==> src/verilog/iss_pkg.sv <==
/*
  iss_pkg: constants shared by the input sync status monitor.
  assumes a single 125 MHz reference clock and a 32-bit apb register bus.
*/
package iss_pkg;
  // clock
  localparam int unsigned CLK_PERIOD_NS = 8;
  // input counts: four aes pairs plus one madi port
  localparam int unsigned N_AES = 4;
  localparam int unsigned N_IN = 5;
  localparam int unsigned CS_W = 8;
  // register byte addresses
  localparam logic [11:0] ADDR_CTRL = 12'h000;
  localparam logic [11:0] ADDR_LIVE = 12'h004;
  localparam logic [11:0] ADDR_CS_DEC = 12'h008;
  localparam logic [11:0] ADDR_IRQ_STAT = 12'h00C;
  localparam logic [11:0] ADDR_IRQ_MASK = 12'h010;
  // control fields
  localparam int unsigned CTRL_W = 8;
  localparam int unsigned CTRL_ALIGN_EN = 0;
  localparam int unsigned CTRL_MADI64 = 1;
  localparam int unsigned CTRL_MADI96 = 2;
  localparam int unsigned CTRL_CSSEL_LO = 4;
  localparam logic [7:0] CTRL_RESET = 8'h03;
  localparam logic [7:0] CTRL_WMASK = 8'h37;
  // channel status byte 0 fields
  localparam int unsigned CS_PC_BIT = 0;
  localparam int unsigned CS_AUDIO_BIT = 1;
  localparam int unsigned PRO_EMPH_LO = 2;
  localparam int unsigned PRO_LOCK_BIT = 5;
  localparam int unsigned PRO_FS_LO = 6;
  localparam int unsigned CON_COPY_BIT = 2;
  localparam int unsigned CON_EMPH_LO = 3;
  localparam int unsigned CON_MODE_LO = 6;
  // interrupt status width: lock lost x5, sync lost x5, slip, madi rate
  localparam int unsigned IRQ_W = 12;
  // madi framing limits
  localparam int unsigned MADI64_MAX_HZ = 48480;
  localparam int unsigned MADI56_MAX_HZ = 54000;
  localparam int unsigned MADI64_MIN_PER_NS = (1000000000 + MADI64_MAX_HZ - 1) / MADI64_MAX_HZ;
  localparam int unsigned MADI56_MIN_PER_NS = (1000000000 + MADI56_MAX_HZ - 1) / MADI56_MAX_HZ;
  localparam int unsigned MADI64_MIN_CYC = (MADI64_MIN_PER_NS + CLK_PERIOD_NS - 1) / CLK_PERIOD_NS;
  localparam int unsigned MADI56_MIN_CYC = (MADI56_MIN_PER_NS + CLK_PERIOD_NS - 1) / CLK_PERIOD_NS;
  localparam logic [5:0] MADI56_PAIRS = 6'h1C;
  localparam logic [5:0] MADI64_PAIRS = 6'h20;
  // user bit channels (numbered from one) carrying midi and serial data
  localparam logic [6:0] MIDI_CH_48K = 7'h38;
  localparam logic [6:0] MIDI_CH_96K = 7'h1C;
  localparam logic [6:0] SER_CH_FIRST = 7'h01;
  localparam logic [6:0] SER_CH_LAST = 7'h09;
  // indicator flash half period and sync window
  localparam int unsigned BLINK_HALF_MS = 250;
  localparam int unsigned BLINK_HALF_CYCLES = BLINK_HALF_MS * 1000000 / CLK_PERIOD_NS;
  localparam int unsigned WINDOW_FRAMES = 64;
endpackage : iss_pkg

==> src/verilog/iss_sync_monitor.sv <==
/*
  iss_sync_monitor: lock/sync indicators, pair alignment, channel status
  decode, madi rate policing and user bit embedding, with apb registers.
  assumes all inputs synchronous to REF_CLK and frame strobes one cycle long.
*/
// The APB slave port and the register offsets were left to the implementer.
// What this block does
// - locked aes input makes its indicator flash
// - locked and synchronous input holds indicator on
// - every clock compared; non-identical inputs flash
// - four aes pairs released sample aligned
// - status bit 0 selects professional/consumer layout
// - professional byte 0: audio, emphasis, locked, rate
// - consumer byte 0: audio, copy, emphasis, mode
// - 64-channel madi rate capped near 48k+1%, or twice that with the 96k mode bit set
// - 56-channel madi: 28 pairs, rate capped near 48k+12.5%
// - madi has one lock and sync state
// - midi and serial data hidden in user bits
`timescale 1ns/1ps
module iss_sync_monitor import iss_pkg::*; #(
  parameter int unsigned BLINK_CYCLES = BLINK_HALF_CYCLES,
  parameter int unsigned WIN_FRAMES = WINDOW_FRAMES
) (
  input wire logic REF_CLK,
  input wire logic RESET,
  input wire logic PSEL,
  input wire logic PENABLE,
  input wire logic PWRITE,
  input wire logic [11:0] PADDR,
  input wire logic [31:0] PWDATA,
  output logic [31:0] PRDATA,
  output logic PREADY,
  output logic PSLVERR,
  input wire logic MASTER_FRAME,
  input wire logic [N_AES-1:0] AES_LOCK,
  input wire logic [N_AES-1:0] AES_FRAME,
  input wire logic [N_AES-1:0] AES_CS_STB,
  input wire logic [N_AES*CS_W-1:0] AES_CS_BYTE,
  input wire logic MADI_LOCK,
  input wire logic MADI_FRAME,
  input wire logic [6:0] MADI_TX_CH,
  input wire logic MADI_TX_USER_IN,
  input wire logic MIDI_TX_BIT,
  input wire logic SERIAL_TX_BIT,
  output logic MADI_TX_USER,
  output logic [5:0] MADI_PAIR_COUNT,
  output logic [N_IN-1:0] SYNC_LED,
  output logic ALIGNED_FRAME,
  output logic IRQ
);
  localparam int unsigned WIN_W = $clog2(WIN_FRAMES + 1);
  localparam int unsigned BLK_W = $clog2(BLINK_CYCLES + 1);
  localparam int unsigned PER_W = 16;

  // user bit source for one madi channel slot
  function automatic logic embed_bit(input logic [6:0] ch, input logic hi_rate,
                                     input logic orig, input logic midi, input logic ser);
    logic [6:0] midi_ch;
    midi_ch = hi_rate ? MIDI_CH_96K : MIDI_CH_48K;
    if (ch == midi_ch) begin
      embed_bit = midi;
    end else if (ch >= SER_CH_FIRST && ch <= SER_CH_LAST) begin
      embed_bit = ser;
    end else begin
      embed_bit = orig;
    end
  endfunction : embed_bit

  // control and register state
  logic [CTRL_W-1:0] ctrl_ff; // align enable, madi mode bits, cs select
  logic [IRQ_W-1:0] irq_stat_ff; // sticky events
  logic [IRQ_W-1:0] irq_mask_ff; // event enables
  logic pready_ff;
  logic [31:0] prdata_ff;
  logic pslverr_ff;
  // apb phase decode
  logic access; // first access cycle, answer is being prepared
  logic wr_now; // edge at which a write takes effect
  logic mapped; // address hits a register
  // input views: madi sits above the aes pairs
  logic [N_IN-1:0] lock_v;
  logic [N_IN-1:0] frame_v;
  logic [N_IN-1:0] sync_v; // per-input agreement with master
  logic [N_IN-1:0] lock_d_ff; // previous lock, for lost events
  logic [N_IN-1:0] sync_d_ff; // previous sync, for lost events
  // window and flash timing
  logic [WIN_W-1:0] win_cnt_ff;
  logic win_end;
  logic [BLK_W-1:0] blink_cnt_ff;
  logic blink_ff; // flash phase
  // alignment
  logic [N_AES-1:0] pend_ff; // pairs holding a sample not yet released
  logic [N_AES-1:0] have;
  logic release_now;
  logic slip_ev; // a pair got a whole sample ahead
  // madi rate policing
  logic [PER_W-1:0] madi_per_ff;
  logic madi_seen_ff;
  logic [PER_W-1:0] min_per;
  logic madi_rate_ev;
  // channel status capture
  logic [CS_W-1:0] cs_ff [N_AES];
  logic [CS_W-1:0] cs_sel;
  logic dec_pro, dec_audio, dec_locked, dec_copy;
  logic [2:0] dec_emph;
  logic [1:0] dec_fs;
  logic [IRQ_W-1:0] events;
  logic [IRQ_W-1:0] w1c;
  logic [31:0] nxt_prdata;
  logic out_aligned_ff, out_user_ff, irq_ff;
  logic [5:0] pairs_ff;
  logic [N_IN-1:0] led_ff;

  assign lock_v = {MADI_LOCK, AES_LOCK};
  assign frame_v = {MADI_FRAME, AES_FRAME};

  // master frame window; one window end feeds every comparator
  assign win_end = MASTER_FRAME && (win_cnt_ff == WIN_W'(WIN_FRAMES - 1));
  always_ff @(posedge REF_CLK) begin
    if (RESET || win_end) begin
      win_cnt_ff <= '0;
    end else if (MASTER_FRAME) begin
      win_cnt_ff <= win_cnt_ff + WIN_W'(1);
    end
  end

  // one comparator per input; madi gets a single one for all its channels
  for (genvar i = 0; i < N_IN; i++) begin : g_cmp
    iss_rate_cmp #(.CW(WIN_W)) u_cmp (
      .clk(REF_CLK),
      .rst(RESET),
      .lock(lock_v[i]),
      .frame(frame_v[i]),
      .win_end(win_end),
      .target(WIN_W'(WIN_FRAMES)),
      .sync_ff(sync_v[i])
    );
  end

  // flash divider: one-cycle enable toggles the flash phase
  always_ff @(posedge REF_CLK) begin
    if (RESET) begin
      blink_cnt_ff <= '0;
      blink_ff <= 1'b0;
    end else if (blink_cnt_ff == BLK_W'(BLINK_CYCLES - 1)) begin
      blink_cnt_ff <= '0;
      blink_ff <= !blink_ff;
    end else begin
      blink_cnt_ff <= blink_cnt_ff + BLK_W'(1);
    end
  end

  // indicators: dark unlocked, flashing locked, steady when in sync
  always_ff @(posedge REF_CLK) begin
    if (RESET) begin
      led_ff <= '0;
    end else begin
      led_ff <= lock_v & (sync_v | {N_IN{blink_ff}});
    end
  end

  // alignment: hold each pair's sample until every locked pair has one
  assign have = (pend_ff | AES_FRAME) & AES_LOCK;
  assign release_now = (|AES_LOCK) && (have == AES_LOCK);
  assign slip_ev = |(AES_FRAME & pend_ff & AES_LOCK);
  always_ff @(posedge REF_CLK) begin
    if (RESET) begin
      pend_ff <= '0;
    end else if (release_now) begin
      // a pair already pending that delivers again stays one ahead
      pend_ff <= AES_FRAME & pend_ff & AES_LOCK;
    end else begin
      pend_ff <= have;
    end
  end

  // aligned strobe; bypass follows the first pair alone
  always_ff @(posedge REF_CLK) begin
    if (RESET) begin
      out_aligned_ff <= 1'b0;
    end else begin
      out_aligned_ff <= ctrl_ff[CTRL_ALIGN_EN] ? release_now : AES_FRAME[0];
    end
  end

  // madi frame period; too short means the mode's rate cap is exceeded
  always_comb begin
    if (!ctrl_ff[CTRL_MADI64]) begin
      min_per = PER_W'(MADI56_MIN_CYC);
    end else if (ctrl_ff[CTRL_MADI96]) begin
      min_per = PER_W'(MADI64_MIN_CYC / 2);
    end else begin
      min_per = PER_W'(MADI64_MIN_CYC);
    end
  end
  assign madi_rate_ev = MADI_FRAME && madi_seen_ff && (madi_per_ff < min_per);
  always_ff @(posedge REF_CLK) begin
    if (RESET || !MADI_LOCK) begin
      madi_per_ff <= '0;
      madi_seen_ff <= 1'b0;
    end else if (MADI_FRAME) begin
      madi_per_ff <= PER_W'(1);
      madi_seen_ff <= 1'b1;
    end else if (madi_per_ff != '1) begin
      madi_per_ff <= madi_per_ff + PER_W'(1); // saturates, slow rates are fine
    end
  end

  // pairs carried per madi frame for the selected mode
  always_ff @(posedge REF_CLK) begin
    if (RESET) begin
      pairs_ff <= MADI56_PAIRS;
    end else begin
      pairs_ff <= ctrl_ff[CTRL_MADI64] ? MADI64_PAIRS : MADI56_PAIRS;
    end
  end

  // user bit embedding; audio bits are never touched, so receivers stay happy
  always_ff @(posedge REF_CLK) begin
    if (RESET) begin
      out_user_ff <= 1'b0;
    end else begin
      out_user_ff <= embed_bit(MADI_TX_CH, ctrl_ff[CTRL_MADI96], MADI_TX_USER_IN,
                               MIDI_TX_BIT, SERIAL_TX_BIT);
    end
  end

  // channel status byte 0 per pair
  always_ff @(posedge REF_CLK) begin
    if (RESET) begin
      for (int i = 0; i < N_AES; i++) begin
        cs_ff[i] <= '0;
      end
    end else begin
      for (int i = 0; i < N_AES; i++) begin
        if (AES_CS_STB[i]) begin
          cs_ff[i] <= AES_CS_BYTE[i*CS_W +: CS_W];
        end
      end
    end
  end
  assign cs_sel = cs_ff[ctrl_ff[CTRL_CSSEL_LO +: 2]];

  iss_cs_decode u_dec (
    .cs_byte(cs_sel),
    .pro(dec_pro),
    .audio(dec_audio),
    .emph(dec_emph),
    .locked(dec_locked),
    .copy(dec_copy),
    .fs_mode(dec_fs)
  );

  // previous lock and sync, to spot losses
  always_ff @(posedge REF_CLK) begin
    if (RESET) begin
      lock_d_ff <= '0;
      sync_d_ff <= '0;
    end else begin
      lock_d_ff <= lock_v;
      sync_d_ff <= sync_v;
    end
  end
  assign events = {madi_rate_ev, slip_ev, sync_d_ff & ~sync_v, lock_d_ff & ~lock_v};

  // apb: one wait state, answer stands in the second access cycle
  assign access = PSEL && PENABLE && !pready_ff;
  assign wr_now = PSEL && PENABLE && pready_ff && PWRITE;
  assign mapped = (PADDR == ADDR_CTRL) || (PADDR == ADDR_LIVE) || (PADDR == ADDR_CS_DEC) ||
                  (PADDR == ADDR_IRQ_STAT) || (PADDR == ADDR_IRQ_MASK);
  assign w1c = (wr_now && PADDR == ADDR_IRQ_STAT) ? PWDATA[IRQ_W-1:0] : '0;

  // read mux
  always_comb begin
    nxt_prdata = '0;
    case (PADDR)
      ADDR_CTRL: nxt_prdata = {24'h000000, ctrl_ff};
      ADDR_LIVE: nxt_prdata = {10'h000, pairs_ff, 3'h0, sync_v, 3'h0, lock_v};
      ADDR_CS_DEC: nxt_prdata = {15'h0000, dec_copy, dec_fs, dec_locked, dec_emph,
                                 dec_audio, dec_pro, cs_sel};
      ADDR_IRQ_STAT: nxt_prdata = {20'h00000, irq_stat_ff};
      ADDR_IRQ_MASK: nxt_prdata = {20'h00000, irq_mask_ff};
      default: nxt_prdata = '0;
    endcase
  end

  // bus handshake and answer registers
  always_ff @(posedge REF_CLK) begin
    if (RESET) begin
      pready_ff <= 1'b0;
      prdata_ff <= '0;
      pslverr_ff <= 1'b0;
    end else begin
      pready_ff <= access;
      pslverr_ff <= access && !mapped;
      if (access && !PWRITE) begin
        prdata_ff <= nxt_prdata;
      end
    end
  end

  // software control registers
  always_ff @(posedge REF_CLK) begin
    if (RESET) begin
      ctrl_ff <= CTRL_RESET;
      irq_mask_ff <= '0;
    end else if (wr_now && PADDR == ADDR_CTRL) begin
      ctrl_ff <= PWDATA[CTRL_W-1:0] & CTRL_WMASK;
    end else if (wr_now && PADDR == ADDR_IRQ_MASK) begin
      irq_mask_ff <= PWDATA[IRQ_W-1:0];
    end
  end

  // sticky events; a new event beats a same-cycle clear
  always_ff @(posedge REF_CLK) begin
    if (RESET) begin
      irq_stat_ff <= '0;
      irq_ff <= 1'b0;
    end else begin
      irq_stat_ff <= (irq_stat_ff & ~w1c) | events;
      irq_ff <= |(irq_stat_ff & irq_mask_ff);
    end
  end

  assign PRDATA = prdata_ff;
  assign PREADY = pready_ff;
  assign PSLVERR = pslverr_ff;
  assign SYNC_LED = led_ff;
  assign ALIGNED_FRAME = out_aligned_ff;
  assign MADI_TX_USER = out_user_ff;
  assign MADI_PAIR_COUNT = pairs_ff;
  assign IRQ = irq_ff;

  a_led_dark_unlock: assert property (@(posedge REF_CLK) disable iff (RESET)
    !AES_LOCK[0] |=> !SYNC_LED[0])
    else $error("indicator lit on an unlocked input");
  a_led_flash_phase: assert property (@(posedge REF_CLK) disable iff (RESET)
    AES_LOCK[1] && !sync_v[1] |=> SYNC_LED[1] == $past(blink_ff))
    else $error("locked asynchronous input not flashing");
  a_led_steady_sync: assert property (@(posedge REF_CLK) disable iff (RESET)
    (AES_LOCK[2] && sync_v[2]) [*2] |=> SYNC_LED[2])
    else $error("synchronous input indicator not steady");
  a_madi_led_single: assert property (@(posedge REF_CLK) disable iff (RESET)
    MADI_LOCK && sync_v[N_IN-1] |=> SYNC_LED[N_IN-1])
    else $error("madi indicator off while locked and in sync");
  a_async_flashes: assert property (@(posedge REF_CLK) disable iff (RESET)
    lock_v[3] && !sync_v[3] && !blink_ff |=> !SYNC_LED[3])
    else $error("asynchronous input shown steady");
  a_align_all_pairs: assert property (@(posedge REF_CLK) disable iff (RESET)
    $past(ctrl_ff[CTRL_ALIGN_EN]) && ALIGNED_FRAME |->
    $past(have) == $past(AES_LOCK) && $past(|AES_LOCK))
    else $error("aligned strobe before every locked pair had a sample");
  a_align_clears: assert property (@(posedge REF_CLK) disable iff (RESET)
    release_now && !slip_ev |=> pend_ff == '0)
    else $error("pending samples kept after release");
  a_pro_layout: assert property (@(posedge REF_CLK) disable iff (RESET)
    cs_sel[CS_PC_BIT] |-> dec_pro && dec_emph == cs_sel[PRO_EMPH_LO +: 3] && !dec_copy)
    else $error("professional byte decoded with consumer layout");
  a_con_layout: assert property (@(posedge REF_CLK) disable iff (RESET)
    !cs_sel[CS_PC_BIT] |-> !dec_pro && dec_copy == cs_sel[CON_COPY_BIT] && !dec_locked)
    else $error("consumer byte decoded with professional layout");
  a_madi64_rate: assert property (@(posedge REF_CLK) disable iff (RESET)
    MADI_LOCK && MADI_FRAME && madi_seen_ff && ctrl_ff[CTRL_MADI64] && !ctrl_ff[CTRL_MADI96] &&
    madi_per_ff < PER_W'(MADI64_MIN_CYC) |=> irq_stat_ff[IRQ_W-1])
    else $error("64-channel madi over-rate not flagged");
  a_madi56_pairs: assert property (@(posedge REF_CLK) disable iff (RESET)
    !ctrl_ff[CTRL_MADI64] |=> MADI_PAIR_COUNT == MADI56_PAIRS)
    else $error("56-channel madi pair count wrong");
  a_user_midi: assert property (@(posedge REF_CLK) disable iff (RESET)
    !ctrl_ff[CTRL_MADI96] && MADI_TX_CH == MIDI_CH_48K |=> MADI_TX_USER == $past(MIDI_TX_BIT))
    else $error("midi bit not placed in its user slot");
  a_irq_level: assert property (@(posedge REF_CLK) disable iff (RESET)
    IRQ == $past(|(irq_stat_ff & irq_mask_ff)))
    else $error("interrupt output disagrees with masked status");
endmodule : iss_sync_monitor

==> src/verilog/iss_rate_cmp.sv <==
/*
  iss_rate_cmp: counts one input's frames over a window of master frames.
  assumes frame and win_end are single-cycle pulses on clk.
*/
`timescale 1ns/1ps
module iss_rate_cmp import iss_pkg::*; #(
  parameter int unsigned CW = 8
) (
  input wire logic clk,
  input wire logic rst,
  input wire logic lock,
  input wire logic frame,
  input wire logic win_end,
  input wire logic [CW-1:0] target,
  output logic sync_ff
);
  logic [CW-1:0] cnt_ff; // frames seen in the current window
  logic [CW-1:0] total; // count including a frame on the closing edge

  assign total = cnt_ff + {{(CW-1){1'b0}}, frame};

  // window frame counter, restarted at each window end
  always_ff @(posedge clk) begin
    if (rst || !lock) begin
      cnt_ff <= '0;
    end else if (win_end) begin
      cnt_ff <= '0;
    end else if (frame) begin
      cnt_ff <= total;
    end
  end

  // any count difference marks the input asynchronous
  always_ff @(posedge clk) begin
    if (rst || !lock) begin
      sync_ff <= 1'b0;
    end else if (win_end) begin
      sync_ff <= (total == target);
    end
  end

  a_sync_count: assert property (@(posedge clk) disable iff (rst)
    lock && win_end && (total != target) |=> !sync_ff)
    else $error("sync held despite frame count mismatch");
endmodule : iss_rate_cmp

==> src/verilog/iss_cs_decode.sv <==
/*
  iss_cs_decode: splits channel status byte 0 by professional/consumer layout.
  assumes the byte was captured whole; purely combinational.
*/
`timescale 1ns/1ps
module iss_cs_decode import iss_pkg::*; (
  input wire logic [CS_W-1:0] cs_byte,
  output logic pro,
  output logic audio,
  output logic [2:0] emph,
  output logic locked,
  output logic copy,
  output logic [1:0] fs_mode
);
  // bit 0 picks the layout for bits 2 to 7; bit 1 is audio in both
  always_comb begin
    pro = cs_byte[CS_PC_BIT];
    audio = cs_byte[CS_AUDIO_BIT];
    if (pro) begin
      emph = cs_byte[PRO_EMPH_LO +: 3];
      locked = cs_byte[PRO_LOCK_BIT];
      copy = 1'b0;
      fs_mode = cs_byte[PRO_FS_LO +: 2];
    end else begin
      // consumer layout shifts emphasis up past the copy bit
      emph = cs_byte[CON_EMPH_LO +: 3];
      locked = 1'b0;
      copy = cs_byte[CON_COPY_BIT];
      fs_mode = cs_byte[CON_MODE_LO +: 2];
    end
  end
endmodule : iss_cs_decode

==> config.mk <==
export PLATFORM = sky130hd
export DESIGN_NAME = iss_sync_monitor
export DESIGN_NICKNAME = d
export VERILOG_FILES = /design/src/verilog/iss_pkg.sv /design/src/verilog/iss_sync_monitor.sv /design/src/verilog/iss_rate_cmp.sv /design/src/verilog/iss_cs_decode.sv
export SDC_FILE = /design/constraint.sdc
export NUM_CORES = 1
export LEC_CHECK = 0
export BUFFER_PORTS_ARGS = -buffer_cell sky130_fd_sc_hd__buf_2
export CORE_MARGIN = 2
export CORE_UTILIZATION = 57
export CTS_CLUSTER_DIAMETER = 60
export DETAILED_ROUTE_END_ITERATION = 10
export GPL_ROUTABILITY_DRIVEN = 0
export GPL_TIMING_DRIVEN = 0
export PLACE_DENSITY = 0.86
export SLEW_MARGIN = 30
export SYNTH_ARGS = -nofsm -noshare
export SYNTH_HDL_FRONTEND = slang
export SYNTH_SLANG_ARGS = --single-unit
==> constraint.sdc <==
create_clock -name REF_CLK -period 2.7 [get_ports REF_CLK]
set_clock_uncertainty 0.05 [all_clocks]
set_input_delay 0 -clock REF_CLK [delete_from_list [all_inputs] [get_ports REF_CLK]]
set_output_delay 0 -clock REF_CLK [all_outputs]
set_load 0.02 [all_outputs]
==> Implementation_results.wiki <==
{| class="wikitable"
! Metric !! Value
|-
| Dpl cell area || 10100 µm²
|-
| Setup slack after placement || 465 ps
|-
| Layout Cell Area excl Fill || 11400 µm²
|-
| Clock transition time at the flip-flop clock pins of the worst setup and hold paths || 70 ps
|-
| Worst slew margin relative to its limit || 0.476
|-
| Worst Setup Path Type || reg -> reg
|-
| Element type at the critical path end || flop
|-
| CTS tree || done
|-
| Number of hold violations in the final report || 0
|-
| Fraction of the cycle the final worst path needs || 0.837
|-
| Number of vias after detailed routing || 8046
|-
| Count of standard-cell rows || 46
|-
| Number of antenna violations at the first check in global routing || 2
|-
| GR Overflow Total || 0
|-
| Cells along the critical path || nor2b_1 -> inv_1 -> ha_1 -> or4_1 -> maj3_1 -> nand2_1 -> o2111ai_1 -> o32ai_1
|-
| Sum Neg Setup Slack || 0 ps
|-
| Post-synthesis async set-or-reset flop share || 0
|-
| Count of buffering cells on the critical path with inverters included || 1
|-
| Dominant register cell in the synthesized netlist || sky130_fd_sc_hd__dfxtp_1
|-
| Remaining antenna violation count after routing || 0
|-
| Post-synthesis instance total || 977
|-
| Total clock buffers created by CTS || 17
|-
| Syn-to-layout area delta || 23.5%
|-
| Worst reg2reg path startpoint || ctrl_ff[1]
|-
| Start point of the worst hold path || AES_CS_STB[1]
|-
| RR Endpoint || irq_stat_ff[11]
|-
| Post-DR vias/cell || 5.65
|-
| Number of violations reported at the end of detailed-routing iteration 0 || 791
|-
| Number of optimization iterations in the first detailed-route pass || 6
|-
| Met2 wire length || 11700 µm
|-
| Minimum hold slack || 11.5 ps
|-
| Sequential element share of the synthesized area || 0.465
|-
| IO Count || around 150
|-
| Count of cells along the worst register-to-register path || 8
|-
| Min-Delay Endpoint || cs_ff[1][7]
|-
| Fin crit period || 2260 ps
|-
| Crit-path slowest cell || sky130_fd_sc_hd__dfxtp_1
|-
| Arrival time of the worst setup path || 2560 ps
|-
| Largest buffer count on any clock path || 2
|-
| Maximum vdd drop || 495 µV
|-
| Setup repair after global routing missed its margin || false
|-
| Cell accounting for the most synthesized area || sky130_fd_sc_hd__dfxtp_1
|-
| Clk Tree Root Cell || sky130_fd_sc_hd__clkbuf_16
|-
| Synth area leaders || sky130_fd_sc_hd__dfxtp_1 36%, sky130_fd_sc_hd__edfxtp_1 10%, sky130_fd_sc_hd__nor2_1 5.3%
|-
| Post-synthesis instance area || ~9000 µm²
|-
| Wire length of the first global-routing pass || 37100 µm
|-
| Initial cell density of the core || 0.582
|-
| Clock latency on the worst-skew pair || 440 ps
|-
| Area inside the core boundary || 15800 µm²
|-
| Number of post-CTS setup repair buffers || 0
|-
| Sort of element at the start of the critical path || flop
|-
| Max Used Layer || met4
|-
| Layout cell share with drive strength beyond 1 || 0.167
|-
| Mean post-synth cell area || 9.42 µm²
|-
| Result of the run || completed
|-
| Number of flops mapped to enable cells by yosys || 32
|-
| Most repeated cell in the gate-level netlist after synthesis || sky130_fd_sc_hd__dfxtp_1
|-
| R2R Setup Slk || between 400 and 500 ps
|-
| Number of setup violations in the final report || 0
|-
| Leakage power || 4.61 nW
|-
| Count of port buffers added during placement || roughly 120
|-
| Proportion of netlist area held by the largest area contributor || 0.361
|-
| Top cell family by delay on the critical path || simple AND/OR/NAND/NOR gates
|-
| Top cells by count, synth || 166 x sky130_fd_sc_hd__dfxtp_1, 131 x sky130_fd_sc_hd__nor2_1, 75 x sky130_fd_sc_hd__nand2_1
|-
| Yosys warnings || 0
|-
| Vias in the first global route || 7773
|-
| Sinks on Clock Net || 198
|-
| Total Die Area || around 17000 µm²
|-
| Worst Tran Pin Value || 782 ps
|-
| Gr usage total || 0.280
|-
| Number of nets in the final layout || between 1000 and 1500
|-
| Worst-path fanout max || 5
|-
| Wire length on met1 || 9580 µm
|-
| Type of the worst min-delay path || in -> reg
|-
| Worst endpoint required time || 3000 ps
|-
| Residual DRC || 0
|-
| Routed wl met3 || 1850 µm
|-
| Delay contributed by the slowest stage of the critical path || 440 ps
|-
| Final non-filler cell total || 1423
|-
| Final routed wire length divided by cell count || 16.7 µm
|-
| Number of different library cells in the post-synthesis netlist || 76
|-
| Final number of max-transition violations || 0
|-
| Die Y-Extent || roughly 130 µm
|-
| Final worst setup slack || 440 ps
|-
| Hold Crit Depth || 2
|-
| H-tree levels || 4
|-
| Post-placement cell count || 1323
|-
| Post-detailed-routing wire length || 23800 µm
|-
| Post-synthesis register bit count || 198
|-
| Power per cell area || 541 nW/µm²
|-
| Maximum number of pins on one net before global-route repair || 18
|-
| Horizontal die dimension || around 130 µm
|-
| DPL Wire Length || between 15000 and 20000 µm
|-
| Maximum clock rate || 443 MHz
|-
| Reported max-cap violation count || 0
|}
area by class of cell:
class / count / area [µm²]
clock buffer: 18 / 429
fill: 1118 / 4450
tap: 216 / 270
multi-input combinational: 703 / 4560
clock inverter: 14 / 161
timing repair buffer: 184 / 1250
buffer: 52 / 283
antenna: 2 / 5.00
sequential: 198 / 4280
inverter: 36 / 135
per-stage QoR:
stage           util  total power (W)
6_report       0.719          0.00615
5_1_grt        0.719          0.00635
4_1_cts        0.718          0.00615
3_5_place_dp   0.639          0.00357
3_3_place_gp   0.639          0.00355
2_1_floorplan      -          0.00340
layer usage:
metal  vias up  GRT usage
met4         0      0.117
li1       3851          -
met1      3773      0.333
met3        52     0.0743
met2       370      0.482
met5         -          0
kinds of logic after synthesis:
logic type,share of synthesized area
compound gates,0.0958
fa+ha+maj,0.0266
buf+inv,0.0454
simple gates,0.231
flops,0.465
other cells,0.000407
mux,0.0722
xor+xnor,0.0637
state kept, by name, summed over array words and instances, names as in the netlist, 7 cells and up, named ones only:
| register | count |
|---|---|
| cs_ff | 32 |
| irq_stat_ff | 12 |
| madi_per_ff | 16 |
| g_cmp.u_cmp.cnt_ff | 35 |
| irq_mask_ff | 12 |
| blink_cnt_ff | 25 |
| PRDATA | 19 |
| win_cnt_ff | 7 |
cell usage in the layout (no fill, tap or decap), drive strengths merged, types with 6 or more instances in the layout:
| cell | count |
|---|---|
| dfxtp | 166 |
| buf | 149 |
| nor2 | 131 |
| nand2 | 75 |
| dlygate4sd3 | 66 |
| xor2 | 44 |
| mux2i | 42 |
| clkbuf | 39 |
| and2 | 37 |
| inv | 36 |
| a21oi | 36 |
| o21ai | 36 |
| edfxtp | 32 |
| nand3 | 31 |
| nand4 | 27 |
| xnor2 | 23 |
| nor3 | 23 |
| ha | 18 |
| nor2b | 15 |
| and3 | 14 |
| conb | 13 |
| nand2b | 10 |
| nor4 | 10 |
| or3 | 8 |
| o22ai | 8 |
| mux4 | 8 |
| clkinv | 8 |
| a31oi | 7 |
| and4 | 7 |
| o21a | 6 |
| a211oi | 6 |
| a221oi | 6 |
| or2 | 6 |
repair_timing:
action	in CTS	in global routing
hold buffers	66	0
resized for setup	0	0
hold endpoints to repair	126	0
worst register-to-register path: stages, from the launching register on:
cell and delay [ps]:
sky130_fd_sc_hd__dfxtp_1 440, sky130_fd_sc_hd__nor2b_1 290, sky130_fd_sc_hd__inv_1 100, sky130_fd_sc_hd__ha_1 190
sky130_fd_sc_hd__or4_1 400, sky130_fd_sc_hd__maj3_1 360, sky130_fd_sc_hd__nand2_1 80, sky130_fd_sc_hd__o2111ai_1 120
sky130_fd_sc_hd__o32ai_1 150
how the worst max path moves through the flow:
| stage | startpoint | slack (ps) | to | depth (start not counted) |
|---|---|---|---|---|
| final | ctrl_ff[1] | 440 | irq_stat_ff[11] | 8 |
| after global routing | ctrl_ff[1] | 330 | irq_stat_ff[11] | 8 |
| after CTS | ctrl_ff[1] | 440 | irq_stat_ff[11] | 8 |
| after detailed placement | ctrl_ff[1] | 460 | irq_stat_ff[11] | 8 |
| after global placement | ctrl_ff[1] | 500 | irq_stat_ff[11] | 8 |
| after floorplan | ctrl_ff[1] | 710 | irq_stat_ff[11] | 8 |
power breakdown:
part / internal (W) / switching, W / leakage [nW] / total [W]
Sequential: 0.00307 / 0.0000366 / 1.69 / 0.00310
Combinational: 0.000226 / 0.000267 / 2.65 / 0.000494
Clock: 0.00145 / 0.00111 / 0.281 / 0.00256
(Power assumes the default switching activity.)
